===== config.mk =====
export PLATFORM = sky130hd
export DESIGN_NAME = memory_powerup_init_sequencer
export DESIGN_NICKNAME = d
export VERILOG_FILES = /design/src/common/memory_init_pkg.sv /design/src/common/tmr_if.sv /design/src/cycle_counter.sv /design/src/memory_powerup_init_sequencer.sv
export SDC_FILE = /design/constraint.sdc
export NUM_CORES = 1
export LEC_CHECK = 0
export BUFFER_PORTS_ARGS = -buffer_cell sky130_fd_sc_hd__buf_2
export CELL_PAD_IN_SITES_DETAIL_PLACEMENT = 1
export CELL_PAD_IN_SITES_GLOBAL_PLACEMENT = 2
export CORE_AREA = 10 10 95 97
export CTS_CLUSTER_DIAMETER = 40
export CTS_CLUSTER_SIZE = 16
export DETAILED_ROUTE_END_ITERATION = 16
export DIE_AREA = 0 0 105 107
export PLACE_DENSITY = 0.9
export SYNTH_ARGS = -nofsm -noshare
export SYNTH_HDL_FRONTEND = slang
export SYNTH_SLANG_ARGS = --single-unit
export TNS_END_PERCENT = 30

===== constraint.sdc =====
create_clock -name ref_clk_i -period 3.6 [get_ports ref_clk_i]
set_input_delay 0.72 -clock ref_clk_i [delete_from_list [all_inputs] [get_ports ref_clk_i]]
set_output_delay 0.72 -clock ref_clk_i [all_outputs]
set_load 0.1 [all_outputs]

===== src/common/memory_init_pkg.sv =====
// constants, command codes and address builders for the memory start-up sequencer
`default_nettype none
package memory_init_pkg;
    localparam int CLK_MHZ = 40;
    localparam int STAB_TIME_US = 200;
    // least time, exact at this rate
    localparam int STAB_CYC = STAB_TIME_US * CLK_MHZ;
    localparam int MRSC_CYC = 6;
    localparam int NOP_COUNT = 1024;
    localparam int BANKS = 8;
    localparam int DUMMY_LOADS = 2;
    localparam int ADDR_W = 19;
    localparam int BANK_W = 3;
    localparam int CFG_W = 10;
    localparam int TMR_W = 14;
    localparam int DUMMY_W = 4;
    localparam int NOPSEEN_W = 11;
    localparam int HIGH_LSB = 10;

    // mode field positions and the pins that carry them
    localparam int M_CFG0 = 0;
    localparam int M_CFG1 = 1;
    localparam int M_CFG2 = 2;
    localparam int M_BL0 = 3;
    localparam int M_BL1 = 4;
    localparam int M_AM = 5;
    localparam int M_NA = 6;
    localparam int M_DLL = 7;
    localparam int M_IM = 8;
    localparam int M_ODT = 9;

    // {chip select, write enable, refresh}, all active low
    typedef logic [2:0] cmd_t;
    localparam cmd_t CMD_NOP = 3'h7;
    localparam cmd_t CMD_MRL = 3'h0;
    localparam cmd_t CMD_BANK_AUTO_REFRESH = 3'h2;

    function automatic logic [ADDR_W-1:0] mrl_direct(input logic [CFG_W-1:0] cfg,
                                                     input logic am);
        logic [ADDR_W-1:0] a;
        a = '0;
        a[CFG_W-1:0] = cfg;
        a[M_AM] = am;
        return a;
    endfunction : mrl_direct

    // first cycle of the two-cycle multiplexed load; the mux select A5 is high here and low in the second cycle
    function automatic logic [ADDR_W-1:0] mrl_ax(input logic [CFG_W-1:0] cfg);
        logic [ADDR_W-1:0] a;
        a = '0;
        a[M_CFG0] = cfg[M_CFG0];
        a[M_BL0] = cfg[M_BL0];
        a[M_BL1] = cfg[M_BL1];
        a[M_AM] = 1'b1;
        a[M_IM] = cfg[M_IM];
        a[M_ODT] = cfg[M_ODT];
        return a;
    endfunction : mrl_ax

    function automatic logic [ADDR_W-1:0] mrl_ay(input logic [CFG_W-1:0] cfg);
        logic [ADDR_W-1:0] a;
        a = '0;
        a[M_BL0] = cfg[M_CFG1];
        a[M_BL1] = cfg[M_CFG2];
        a[M_IM] = cfg[M_NA];
        a[M_ODT] = cfg[M_DLL];
        return a;
    endfunction : mrl_ay
endpackage : memory_init_pkg
`default_nettype wire


===== src/common/tmr_if.sv =====
// load and expiry signals between the sequencer and its cycle counter
`timescale 1ns/1ps
`default_nettype none
interface tmr_if #(parameter int W = 14);
    logic load;
    logic [W-1:0] value;
    logic zero;
    modport ctl (output load, output value, input zero);
    modport cnt (input load, input value, output zero);
endinterface : tmr_if
`default_nettype wire


===== src/cycle_counter.sv =====
// loadable down counter that flags when it has reached zero
`timescale 1ns/1ps
`default_nettype none
module cycle_counter #(
    parameter int W = 14
) (
    input wire logic ref_clk_i, // command clock
    input wire logic rst_i,     // async reset, high
    tmr_if.cnt tp               // load and expiry
);
    logic [W-1:0] count;
    logic [W-1:0] next_count;

    always_comb begin
        next_count = count;
        if (tp.load) begin
            next_count = tp.value;
        end else if (count != '0) begin
            next_count = count - 1'b1;
        end
    end

    always_ff @(posedge ref_clk_i or posedge rst_i) begin
        if (rst_i) begin
            count <= '0;
        end else begin
            count <= next_count;
        end
    end

    assign tp.zero = (count == '0);
endmodule : cycle_counter
`default_nettype wire


===== src/memory_powerup_init_sequencer.sv =====
// start-up sequencer that drives the memory command and address pins
//
// Overview of operation
// - nop commands continuously while starting up
// - stable nops for 200 us first
// - two dummy loads then one valid load
// - loads on consecutive cycles, nothing between
// - no recovery wait between start-up loads
// - dummy loads drive all address low
// - after recovery, refresh eight banks, 1024 nops
// - refreshes may interleave with the nops
// - row cycle time before reusing refreshed bank
// - A10 to A17 low during loads
// - A10 to A18 low in multiplexed mode
// - clock or supply change resets the dll
// - later load with A5 high also enters
// - recovery then two-cycle mux load, A5 high
// - recovery time after every valid load
// - loads only while all banks idle
`timescale 1ns/1ps
`default_nettype none
module memory_powerup_init_sequencer
    import memory_init_pkg::*;
#(
    parameter int STAB_CYCLES = STAB_CYC,
    parameter int NOP_CYCLES = NOP_COUNT,
    parameter int DUMMIES = DUMMY_LOADS,
    parameter int TW = TMR_W
) (
    input wire logic ref_clk_i,              // command clock
    input wire logic rst_i,                  // async reset, high
    input wire logic start_i,                // supplies and clocks stable
    input wire logic mux_mode_i,             // wanted start-up address mode
    input wire logic [CFG_W-1:0] cfg_i,      // mode word M9..M0
    input wire logic banks_idle_i,           // no bank busy, no burst
    input wire logic reinit_i,               // clock period or supply changed
    input wire logic mux_req_i,              // switch to multiplexed mode later
    output logic chip_sel_n_o,               // memory chip select, low
    output logic write_en_n_o,               // memory write enable, low
    output logic refresh_n_o,                // memory refresh, low
    output logic [ADDR_W-1:0] addr_o,        // memory address pins
    output logic [BANK_W-1:0] bank_o,        // memory bank pins
    output logic address_mux_select_o,       // memory now in multiplexed mode
    output logic init_done_o                 // memory ready for normal use
);
    typedef enum logic [3:0] {
        ST_OFF = 4'h0,
        ST_STAB = 4'h1,
        ST_DUMMY = 4'h2,
        ST_VALID = 4'h3,
        ST_MRSC = 4'h4,
        ST_MUXX = 4'h5,
        ST_MUXY = 4'h6,
        ST_REF = 4'h7,
        ST_NOPS = 4'h8,
        ST_DONE = 4'h9
    } state_e;

    state_e state, next_state;
    logic [DUMMY_W-1:0] dummy, next_dummy;
    logic [BANK_W-1:0] bank, next_bank;
    logic mux_want, next_mux_want;
    logic mux_pend, next_mux_pend;
    logic mux_on, next_mux_on;
    logic init_run, next_init_run;
    logic done, next_done;
    cmd_t cmd, next_cmd;
    logic [ADDR_W-1:0] addr, next_addr;
    logic [BANK_W-1:0] bank_q, next_bank_q;

    tmr_if #(.W(TW)) tmr ();

    // one counter serves every wait, wide enough for the stabilisation time
    cycle_counter #(.W(TW)) u_tmr (
        .ref_clk_i (ref_clk_i),
        .rst_i (rst_i),
        .tp (tmr.cnt)
    );

    always_comb begin
        next_state = state;
        next_dummy = dummy;
        next_bank = bank;
        next_mux_want = mux_want;
        next_mux_pend = mux_pend;
        next_mux_on = mux_on;
        next_init_run = init_run;
        next_done = done;
        next_cmd = CMD_NOP;
        next_addr = '0;
        next_bank_q = '0;
        tmr.load = 1'b0;
        tmr.value = '0;
        case (state)
            ST_OFF: begin
                if (start_i) begin
                    next_mux_want = mux_mode_i;
                    next_init_run = 1'b1;
                    tmr.load = 1'b1;
                    tmr.value = TW'(STAB_CYCLES - 1);
                    next_state = ST_STAB;
                end
            end
            ST_STAB: begin
                if (tmr.zero) begin
                    next_dummy = '0;
                    next_state = ST_DUMMY;
                end
            end
            ST_DUMMY: begin
                // all-low address also leaves the dll in reset
                next_cmd = CMD_MRL;
                next_dummy = dummy + 1'b1;
                if (dummy == DUMMY_W'(DUMMIES - 1)) begin
                    // valid load follows at once, recovery not needed
                    next_state = mux_on ? ST_MUXX : ST_VALID;
                end
            end
            ST_VALID: begin
                next_cmd = CMD_MRL;
                next_addr = mrl_direct(cfg_i, mux_want);
                next_mux_pend = mux_want;
                tmr.load = 1'b1;
                tmr.value = TW'(MRSC_CYC - 2);
                next_state = ST_MRSC;
            end
            ST_MRSC: begin
                if (tmr.zero) begin
                    if (mux_pend) begin
                        next_mux_pend = 1'b0;
                        next_state = ST_MUXX;
                    end else if (init_run) begin
                        next_bank = '0;
                        next_state = ST_REF;
                    end else begin
                        next_done = 1'b1;
                        next_state = ST_DONE;
                    end
                end
            end
            ST_MUXX: begin
                next_cmd = CMD_MRL;
                next_addr = mrl_ax(cfg_i);
                next_state = ST_MUXY;
            end
            ST_MUXY: begin
                next_addr = mrl_ay(cfg_i);
                next_mux_on = 1'b1;
                tmr.load = 1'b1;
                tmr.value = TW'(MRSC_CYC - 2);
                next_state = ST_MRSC;
            end
            ST_REF: begin
                // refreshes first, each bank once, then the nop run
                next_cmd = CMD_BANK_AUTO_REFRESH;
                next_bank_q = bank;
                next_bank = bank + 1'b1;
                if (bank == BANK_W'(BANKS - 1)) begin
                    tmr.load = 1'b1;
                    tmr.value = TW'(NOP_CYCLES - 1);
                    next_state = ST_NOPS;
                end
            end
            ST_NOPS: begin
                // the nop run far exceeds the row cycle time of every bank
                if (tmr.zero) begin
                    next_init_run = 1'b0;
                    next_done = 1'b1;
                    next_state = ST_DONE;
                end
            end
            ST_DONE: begin
                if (banks_idle_i) begin
                    if (reinit_i) begin
                        next_done = 1'b0;
                        next_init_run = 1'b1;
                        next_dummy = '0;
                        next_state = ST_DUMMY;
                    end else if (mux_req_i && !mux_on) begin
                        next_done = 1'b0;
                        next_mux_want = 1'b1;
                        next_state = ST_VALID;
                    end
                end
            end
            default: begin
                next_state = ST_OFF;
            end
        endcase
    end

    always_ff @(posedge ref_clk_i or posedge rst_i) begin
        if (rst_i) begin
            state <= ST_OFF;
            dummy <= '0;
            bank <= '0;
            mux_want <= 1'b0;
            mux_pend <= 1'b0;
            mux_on <= 1'b0;
            init_run <= 1'b0;
            done <= 1'b0;
            cmd <= CMD_NOP;
            addr <= '0;
            bank_q <= '0;
        end else begin
            state <= next_state;
            dummy <= next_dummy;
            bank <= next_bank;
            mux_want <= next_mux_want;
            mux_pend <= next_mux_pend;
            mux_on <= next_mux_on;
            init_run <= next_init_run;
            done <= next_done;
            cmd <= next_cmd;
            addr <= next_addr;
            bank_q <= next_bank_q;
        end
    end

    assign chip_sel_n_o = cmd[2];
    assign write_en_n_o = cmd[1];
    assign refresh_n_o = cmd[0];
    assign addr_o = addr;
    assign bank_o = bank_q;
    assign address_mux_select_o = mux_on;
    assign init_done_o = done;

    // helper counts that only the checks below read
    logic [TW-1:0] stab_seen, next_stab_seen;
    logic [NOPSEEN_W:0] nop_seen, next_nop_seen;
    logic [DUMMY_W-1:0] ref_seen, next_ref_seen;
    always_comb begin
        next_stab_seen = (state == ST_STAB) ? stab_seen + 1'b1 : stab_seen;
        next_nop_seen = (state == ST_NOPS) ? nop_seen + 1'b1 : nop_seen;
        next_ref_seen = (state == ST_REF) ? ref_seen + 1'b1 : ref_seen;
        if (state == ST_DUMMY) begin
            next_nop_seen = '0;
            next_ref_seen = '0;
        end
    end
    always_ff @(posedge ref_clk_i or posedge rst_i) begin
        if (rst_i) begin
            stab_seen <= '0;
            nop_seen <= '0;
            ref_seen <= '0;
        end else begin
            stab_seen <= next_stab_seen;
            nop_seen <= next_nop_seen;
            ref_seen <= next_ref_seen;
        end
    end
endmodule : memory_powerup_init_sequencer
`default_nettype wire

# ---- Word-level counts from Yosys, hierarchy flattened
# Index checks and enable logic that the tools add are counted.
dict set report classes {
  n_addsub 3
  eq_ne 25
  mux 51
  reduce_logical 21
}
# operator count
set op_table {}
lappend op_table {{4-bit two-way mux} 14}
lappend op_table {{13-bit one-hot mux with 3 select lines} 1}
lappend op_table {{4-bit one-hot mux with 9 select lines} 1}
lappend op_table {{10-bit one-hot mux with 3 select lines} 1}
lappend op_table {{14-bit two-way mux} 2}
lappend op_table {{2-bit != test (second input constant)} 13}
lappend op_table {{1-bit two-way mux} 17}
lappend op_table {{4-bit by 3-bit equality test with 1-bit output (second input constant)} 4}
lappend op_table {{3-bit two-way mux} 5}
lappend op_table {{14-bit zero test} 1}
lappend op_table {{14-bit nonzero test} 1}
lappend op_table {{14-bit by 1-bit subtractor with 14-bit output (second input constant)} 1}
lappend op_table {{13-bit two-way mux} 1}
lappend op_table {{3-bit one-hot mux with 2 select lines} 2}
lappend op_table {{4-bit one-hot mux with 3 select lines} 1}
lappend op_table {{10-bit two-way mux} 1}
lappend op_table {{5-bit AND reduction} 2}
lappend op_table {{1-bit one-hot mux with 3 select lines} 3}
lappend op_table {{3-bit nonzero test} 3}
lappend op_table {{4-bit by 1-bit equality test with 1-bit output (second input constant)} 2}
lappend op_table {{4-bit by 2-bit equality test with 1-bit output (second input constant)} 2}
lappend op_table {{4-bit equality test (second input constant)} 2}
lappend op_table {{4-bit AND reduction} 2}
lappend op_table {{8-bit AND reduction} 1}
lappend op_table {{other kinds (13)} 17}
dict set report totals {
  register_bits 55
  input_bits 17
  output_inout_bits 27
  elab_cells 112
}

# ---- Depth between registers and ports, before layout
# Gate-level depths: netlist (run 1).
dict set report depth {
  depth_word 6
  depth_mapped 8
  depth_no_buf 7
}

# ---- By module
# Synthesis (run 1) repeated with hierarchy kept, for this count alone.
dict set report hier_totals {
  hier_cells 266
  area_unflattened_um2 2585.0
}
# module instances cells_per_inst area_each_um2 seq_area_each_um2
set modules_own_cells {}
lappend modules_own_cells {memory_powerup_init_sequencer 1 177 1695.4 778.2}
lappend modules_own_cells {cycle_counter 1 89 889.6 350.3}

# ---- Worst setup path before layout (run 1)
# No wires, ideal clock.
dict set report synth_path {
  path_type {register to register}
  startpoint {reg u_tmr.count[0]}
  endpoint {reg state[2]}
  setup_time_ps 128
  arrival_time_ps 1841
  required_time_ps 3472
  setup_slack_ps 1632
  path_stages_with_launch 8
  n_path_buf 0
  synth_period_minus_slack_ps 1968
  cell_sequence {dfrtp_1 > inv_1 > ha_1 > nor2b_1 > nand4_4 > a2bb2oi_2 > nand3_2 > mux2_1}
}
dict set report synth_via {
  elab_chain_len 3
  word_cells_on_any_way 5
  classes_between {eq/ne: 3; reduce/logical: 2}
}
# item line
set synth_rtl {}
lappend synth_rtl {{from (decl)} cycle_counter.sv:11} ;# logic [W-1:0] count;
lappend synth_rtl {{from (signal assigned)} cycle_counter.sv:27} ;# count <= next_count;
lappend synth_rtl {{14-bit zero test *} cycle_counter.sv:31} ;# assign tp.zero = (count == '0);
lappend synth_rtl {{2-bit != test (no line)} n/a}
lappend synth_rtl {{8-bit AND reduction (no line) *} n/a}
lappend synth_rtl {{to (signal assigned)} memory_powerup_init_sequencer.sv:206} ;# state <= next_state;
lappend synth_rtl {{to (decl)} memory_powerup_init_sequencer.sv:59} ;# state_e state, next_state;
# Every way passes the cells marked *; elsewhere a longest branch is shown, timed or not.
# A chain may end at the register's enable or synchronous reset.

# ---- Final worst setup path (run 1)
dict set report layout_path {
  startpoint {reg bank[0]}
  endpoint {reg u_tmr.count[1]}
}
dict set report layout_via {
  elab_chain_len 4
  word_cells_on_any_way 7
  classes_between {eq/ne: 1; mux: 5; reduce/logical: 1}
}
# item line
set layout_rtl {}
lappend layout_rtl {{from (decl)} memory_powerup_init_sequencer.sv:61} ;# logic [BANK_W-1:0] bank, next_bank;
lappend layout_rtl {{from (signal assigned)} memory_powerup_init_sequencer.sv:208} ;# bank <= next_bank;
lappend layout_rtl {{3-bit equality test *} memory_powerup_init_sequencer.sv:158} ;# if (bank == BANK_W'(BANKS - 1)) begin
lappend layout_rtl {{10-bit two-way mux or 1-bit two-way mux (tied branches)} memory_powerup_init_sequencer.sv:158}
lappend layout_rtl {{13-bit one-hot mux with 3 select lines or 1-bit one-hot mux with 3 select lines (tied branches)} memory_powerup_init_sequencer.sv:94} ;# case (state)
lappend layout_rtl {{14-bit two-way mux or 2-bit nonzero test (tied branches)} n/a}
# Marked as above.

==> results of run 1 <==
==> path summary, 6_finish.rpt <==
path	endpoint	slack (ns)	start	cells past startpoint
hold / removal	addr_o[6]$_DFF_PP0_	0.48	rst_i	2
min in group ref_clk_i	init_done_o$_DFFE_PP0P_	0.51	init_done_o$_DFFE_PP0P_	1
max in group asynchronous	cmd[0]$_DFF_PP1_	2.32	rst_i	3
setup reg to reg	u_tmr.count[1]$_DFFE_PP0P_	1.01	bank[0]$_DFFE_PP0P_	7
hold reg to reg	init_done_o$_DFFE_PP0P_	0.51	init_done_o$_DFFE_PP0P_	1
setup / recovery	u_tmr.count[1]$_DFFE_PP0P_	1.01	bank[0]$_DFFE_PP0P_	7
==> metal layers <==
| layer | vias to the layer above | routed length [um] |
|---|---|---|
| li1 | 1003 | - |
| met2 | 53 | 3090 |
| met1 | 1056 | 2900 |
| met3 | 7 | 387 |
| met5 | - | 0 |
| met4 | 0 | 72 |
==> power groups by stage <==
| stage | Clock [mW] | Sequential, mW | Combinational, mW |
|---|---|---|---|
| 4_1_cts | 0.461 | 0.505 | 0.0671 |
| 3_5_place_dp | 0 | 0.515 | 0.0669 |
| 2_1_floorplan | 0 | 0.515 | 0.0588 |
| 6_report | 0.453 | 0.505 | 0.0666 |
| 3_3_place_gp | 0 | 0.515 | 0.0663 |
| 5_1_grt | 0.477 | 0.505 | 0.0710 |
==> cell type report <==
cell class	instances	area, um2	area share, %
Timing Repair Buffer	35	180	6.17
Clock buffer	5	68.8	2.36
Tap cell	99	124	4.24
Multi-Input combinational cell	206	1320	45.0
Sequential cell	45	1130	38.7
Inverter	10	37.5	1.29
Clock inverter	3	65.1	2.23
==> kinds of logic after synthesis <==
kind of cell    after synthesis
simple gates                113
compound gates               62
flops                        45
buf+inv                      30
xor+xnor                     11
mux                           6
fa+ha+maj                     5
other cells                   1
==> registers in the layout, indices dropped and copies added, names as in the netlist <==
register              cells
init_run                  1
bank_o                    3
bank                      3
state                     4
address_mux_select_o      1
mux_want                  1
cmd                       2
dummy                     4
init_done_o               1
u_tmr.count              14
addr_o                   10
mux_pend                  1
==> synth_stat cells, types with 2 or more instances <==
cell type / number
nor3_1: 6
a41oi_1: 3
xnor2_1: 9
o21ai_0: 14
xor2_1: 2
nor4_1: 2
buf_1: 3
nand4_1: 2
a31oi_1: 3
a21oi_1: 18
mux2i_1: 4
nor4_4: 2
or2_2: 3
a22o_1: 2
nor2_1: 32
or3_1: 2
nand2_1: 21
a22oi_1: 6
nor2b_1: 5
o32a_1: 2
and2_1: 10
buf_2: 7
ha_1: 5
inv_1: 10
o22ai_1: 2
nand3b_1: 2
buf_4: 10
mux2_1: 2
dfstp_2: 2
nand2b_1: 6
nand3_1: 8
dfrtp_1: 43
==> metrics by stage <==
step           power, mW  setup slack, ns  util, %  instance area, um2  hold WS (ns)
6_report            1.03             1.01     40.9                2920         0.482
3_5_place_dp       0.582             1.06     39.0                2790         0.496
5_1_grt             1.05            0.826     40.9                2920         0.539
3_3_place_gp       0.581             1.12     39.0                2790         0.480
4_1_cts             1.03            0.999     40.9                2920         0.510
2_1_floorplan      0.574             1.63        -                2600         0.469
==> summary.md, run 1 <==
| Metric | Value |
|---|---|
| Status | `finished clean` |
| Worst path cell trace | `ha_1 > ha_1 > nand3b_1 > a31oi_1 > nor2_1 > nor2_1 > mux2i_1` |
| Reg power frac | `between 40% and 50%` |
| Count of cell types in the netlist | `57` |
| Longest Clk Path Bufs | `2` |
| Synth Instances | `between 200 and 300` |
| GR peak layer | `met2` |
| CP max FO | `11` |
| Critical-path cell with the highest stage delay | `nor2_1` |
| CP Data Required Time | `between 3 and 4 ns` |
| Hold Violations, Final | `0` |
| Residual DRC | `0` |
| Avg WL per Cell | `between 15 and 20 um` |
| Reg clk slew, reported paths | `0.09 ns` |
| CTS root buf | `clkbuf_8` |
| Clock Sinks | `45` |
| Buffers on Ports | `33` |
| # Post-CTS Setup Buffers | `0` |
| Met3 Use GR | `approximately 2.9%` |
| Global route total overflow | `0` |
| Compound-Gate Fraction of Synth Area | `between 10% and 20%` |
| Core ar. | `about 7100 um2` |
| Diodes inserted | `0` |
| RSZ-0062 raised after global routing | `no` |
| IO Pins | `44` |
| Setup tns final | `0 ns` |
| Pin count of the biggest net entering global routing | `27` |
| Num rows | `31` |
| Crit path max-delay family | `simple AND/OR/NAND/NOR gates` |
| Sequential fraction of the synthesis area | `between 40% and 50%` |
| Gr usage total | `11.5%` |
| Cell Int Power | `around 790 uW` |
| Area share of the largest cell type after synthesis | `a little over two fifths` |
| Hold crit path type | `primary input to async pin` |
| Mapped Avg Cell Area | `~9.4 um2` |
| Psw | `roughly 240 uW` |
| Mux contribution to synthesized area | `between 2 and 2.5%` |
| Dominant synthesized flop cell | `dfrtp_1` |
| PostCTS Resize Cnt | `0` |
| PD cells | `~350 nW/um2` |
| Detailed Route Iter0 Violations | `90` |
| Layout cell share with drive strength beyond 1 | `20.1%` |
| Crit path DAT | `approximately 2.8 ns` |
| Switching share of power | `between 20% and 30%` |
| GP Congestion | `approximately 0.74` |
| Clock share of power | `between 40% and 50%` |
| CTS tree | `done` |
| Ys async rst share | `100%` |
| Area share of fa/ha/maj cells after synthesis | `2.43%` |
| Final-report max-slew violation count | `0` |
| Detail Route Antenna Nets | `0` |
| Number of global-route vias before repair | `roughly 2200` |
| Antenna violations before repair | `0` |
| Synth top area cells | `dfrtp_1 (42%), nor2_1 (4.7%), a21oi_1 (3.5%)` |
| Count of final setup violators | `0` |
| Fill cell count | `about 870` |
| Most common cell after layout, fill and taps aside | `dfrtp_1` |
| Via Count | `roughly 2100` |
| Most frequent cells in the layout | `dfrtp_1 (43), buf_2 (33), nor2_1 (32)` |
| Worst Tran Pin Value | `0.923 ns` |
| Met1 GRT Util | `about 14%` |
| Flop and latch count out of synthesis | `45` |
| Via density | `roughly 5.3` |
| CTS buffer count | `5` |
| Fmax achieved | `slightly below 400 MHz` |
| Max Cap Viol | `0` |
| Rel. slew slack | `a little under two fifths` |
| Main combinational cell family by area after synthesis | `simple AND/OR/NAND/NOR gates` |
| Final Cycle Share | `71.9%` |
| Hold_buf cts | `0` |
| Fin nets | `325` |
| Initial core utilization | `36.0%` |
| Synthesized area | `around 2600 um2` |
| Layout Cells excl Fill | `between 400 and 500` |
| CTS H-tree lvls | `2` |
| CP Capture Type | `flip-flop` |
| Met2 usage | `between 10% and 20%` |
| Largest area contributor in the netlist | `dfrtp_1` |
| Die area | `11200 um2` |
| Pre-Repair DR Iteration Count | `4` |
| Post-Synth Simple-Gate Area | `between 20% and 30%` |
| Slowest stage delay, CP | `between 0.7 and 0.8 ns` |
| Post-Route WL | `6450 um` |
| Leak pwr | `about 1.3 nW` |
| Synth warn | `0` |
| Syn-to-layout area delta | `13.5%` |
| Die height | `107 um` |
| Crit path time final | `around 2.6 ns` |
| Critical path type | `flip-flop to flip-flop` |
| DP Cell Count | `395` |
| CP startpoint kind | `flip-flop` |
| Die width | `about 110 um` |
| Critical path buffers and inverters | `0` |
| First-pass GRT wire length | `between 10000 and 15000 um` |
| Hpwl dp | `4680 um` |
| Post-synth EDFFs | `0` |
| XOR/XNOR share of the synthesized area | `under 10%` |
| Maximum vdd ir drop | `between 0.15 and 0.2 mV` |
| Clock Skews | `roughly 0.012 ns` |
| Combinational power share | `approximately 6.5%` |
| Worst skew pair latency | `about 0.30 ns` |
Power figures use the tool's default switching activity.
==> run 2, diff against run 1 <==
Settings changed: CORE_AREA 10 10 95 97 to 10 10 98 100, DIE_AREA 0 0 105 107 to 0 0 108 110, PLACE_DENSITY 0.9 to 0.86.
Clock period 3.6 ns to 2.55 ns, I/O delays scaled along.
==> run 2 against run 1 <==
Compared with the run above: sequential share of layout area is 0.21 points lower; fmax is 22% higher; critical endpoint is now state[2]$_DFFE_PP0P_; clock skew is 0.0048 ns lower; clock power is 9.7% higher; count of clock-buffer cells in the layout is 2 higher; hold slack worse by 0.13 ns; die area is 5.7% higher; wire length is 1.0% lower; largest power group unchanged.
==> summary.md, run 2 (same netlist as run 1, synthesis figures left out) <==
| Metric | Value |
|---|---|
| Placed Area | `2830 um2` |
| Status | `finished clean` |
| Design area | `just under 3000 um2` |
| Worst-case reg-to-reg path depth | `5` |
| Rel. slew slack | `approximately 53%` |
| Slowest stage delay, CP | `roughly 0.80 ns` |
| CTS H-tree lvls | `2` |
| Buffers on Ports | `33` |
| Die height | `110 um` |
| Hpwl dp | `roughly 4700 um` |
| Leak pwr | `about 1.3 nW` |
| Worst setup path endpoint | `state[2]$_DFFE_PP0P_` |
| Clock Skews | `0.00705 ns` |
| R2r endpoint | `state[2]$_DFFE_PP0P_` |
| Die area | `approximately 12000 um2` |
| CTS buffer count | `5` |
| CTS root buf | `clkbuf_8` |
| CTS tree | `done` |
| Critical-path cell with the highest stage delay | `dfrtp_1` |
| CP Capture Type | `flip-flop` |
| Setup tns final | `0 ns` |
| Detail Route Antenna Nets | `0` |
| RSZ-0062 raised after global routing | `no` |
| Reg2Reg Setup Slack | `0.42 ns` |
| Avg WL per Cell | `between 15 and 20 um` |
| Global route total overflow | `0` |
| Crit path DAT | `2.32 ns` |
| Layout cell share with drive strength beyond 1 | `between 20% and 30%` |
| Clock share of power | `38.1%` |
| Critical path buffers and inverters | `0` |
| Diodes inserted | `0` |
| First-pass GRT wire length | `around 11000 um` |
| R2R Path Start | `state[1]$_DFFE_PP0P_` |
| Clock Sinks | `45` |
| Largest Register | `u_tmr.count` |
| PostCTS Resize Cnt | `0` |
| Cell Int Power | `971 uW` |
| GP Congestion | `between 0.7 and 0.8` |
| Initial core utilization | `about a third` |
| Most common cell after layout, fill and taps aside | `dfrtp_1` |
| Worst path cell trace | `and4bb_2 > o21ai_0 > a2bb2oi_2 > nand3_2 > mux2_1` |
| Worst Tran Pin Value | `about 0.7 ns` |
| Syn-to-layout area delta | `14.1%` |
| Residual DRC | `0` |
| Num rows | `32` |
| Crit path max-delay family | `flip-flops` |
| Via density | `5.13` |
| CP Data Required Time | `approximately 2.7 ns` |
| Final-report max-slew violation count | `0` |
| Pin count of the biggest net entering global routing | `46` |
| Combinational power share | `between 7 and 8%` |
| Fin nets | `roughly 330` |
| Die width | `approximately 110 um` |
| Worst skew pair latency | `around 0.30 ns` |
| Detailed Route Iter0 Violations | `86` |
| CP startpoint | `state[1]$_DFFE_PP0P_` |
| Core ar. | `between 7000 and 8000 um2` |
| Longest Clk Path Bufs | `2` |
| Critical path type | `flip-flop to flip-flop` |
| Reg clk slew, reported paths | `approximately 0.090 ns` |
| Number of global-route vias before repair | `approximately 2100` |
| Via Count | `2112` |
| CP max FO | `23` |
| Psw | `332 uW` |
| Hold_buf cts | `0` |
| Max Cap Viol | `0` |
| Hold crit path type | `primary input to async pin` |
| CP Depth | `5` |
| Fmax achieved | `about 470 MHz` |
| Switching share of power | `~26%` |
| # Post-CTS Setup Buffers | `0` |
| Maximum vdd ir drop | `0.163 mV` |
| Antenna violations before repair | `0` |
| Hold Violations, Final | `0` |
| CP startpoint kind | `flip-flop` |
| Count of final setup violators | `0` |
| IO Pins | `44` |
| Gr usage total | `around 11%` |
| PD cells | `~440 nW/um2` |
| Final Cycle Share | `83.4%` |
| Crit path time final | `around 2.1 ns` |
| Most frequent cells in the layout | `dfrtp_1 (43), buf_2 (33), nor2_1 (32)` |
| Pre-Repair DR Iteration Count | `4` |
| Reg power frac | `a little over half` |
| Flip-flop count of the largest register after layout | `14` |
| Post-Route WL | `6380 um` |
-- run 2: cell count changes in the layout (fill, tap and decap cells not counted), sizes merged --
cell | previous run | this run
buf | 35 | 41
bufinv | 2 | 0
clkbuf | 5 | 7
-- run 2: stage by stage --
| step | total power, mW | hold slack [ns] | worst slack [ns] | util (%) | instances |
|---|---|---|---|---|---|
| after floorplan | 0.810 | 0.469 | 0.582 | - | 281 |
| after global placement | 0.821 | 0.476 | 0.501 | 37.1 | 404 |
| after detailed placement | 0.822 | 0.481 | 0.441 | 37.1 | 404 |
| after CTS | 1.32 | 0.374 | 0.422 | 38.4 | 412 |
| after global routing | 1.36 | 0.397 | 0.290 | 38.4 | 412 |
| final | 1.30 | 0.350 | 0.424 | 38.4 | 412 |
-- run 2: layout make-up --
type | count | area [um2]
tap | 102 | 128
clock buffer | 7 | 96.3
inverter | 10 | 37.5
fill | 921 | 4710
timing repair buffer | 41 | 225
multi-input combinational | 206 | 1320
clock inverter | 1 | 5.00
sequential | 45 | 1130
-- run 2: power by group through the flow --
stage | Clock [mW] | Combinational, mW | Sequential [mW]
6_report | 0.497 | 0.0933 | 0.713
5_1_grt | 0.551 | 0.100 | 0.713
4_1_cts | 0.512 | 0.0943 | 0.713
3_5_place_dp | 0 | 0.0944 | 0.727
3_3_place_gp | 0 | 0.0935 | 0.727
2_1_floorplan | 0 | 0.0830 | 0.727
-- run 2: worst min path at each step --
stage / startpoint / end / slack [ns] / cells past startpoint
floorplan: bank[0]$_DFFE_PP0P_ / bank[0]$_DFFE_PP0P_ / 0.47 / 1
global placement: init_done_o$_DFFE_PP0P_ / init_done_o$_DFFE_PP0P_ / 0.48 / 1
detailed placement: init_done_o$_DFFE_PP0P_ / init_done_o$_DFFE_PP0P_ / 0.48 / 1
CTS: rst_i / u_tmr.count[9]$_DFFE_PP0P_ / 0.37 / 3
global route: rst_i / addr_o[0]$_DFF_PP0_ / 0.40 / 3
finish: rst_i / u_tmr.count[4]$_DFFE_PP0P_ / 0.35 / 3
-- run 2: routing by layer --
metal | GRT usage [%] | part of all wire [%]
met4 | 4.87 | 1.6
met5 | 0 | 0
met3 | 2.26 | 5.9
met1 | 15.1 | 49
met2 | 17.0 | 43
-- run 2: worst min-delay path, stage by stage --
cell and delay (ns):
buf_2 0.10, clkinv_1 0.04, buf_4 0.47
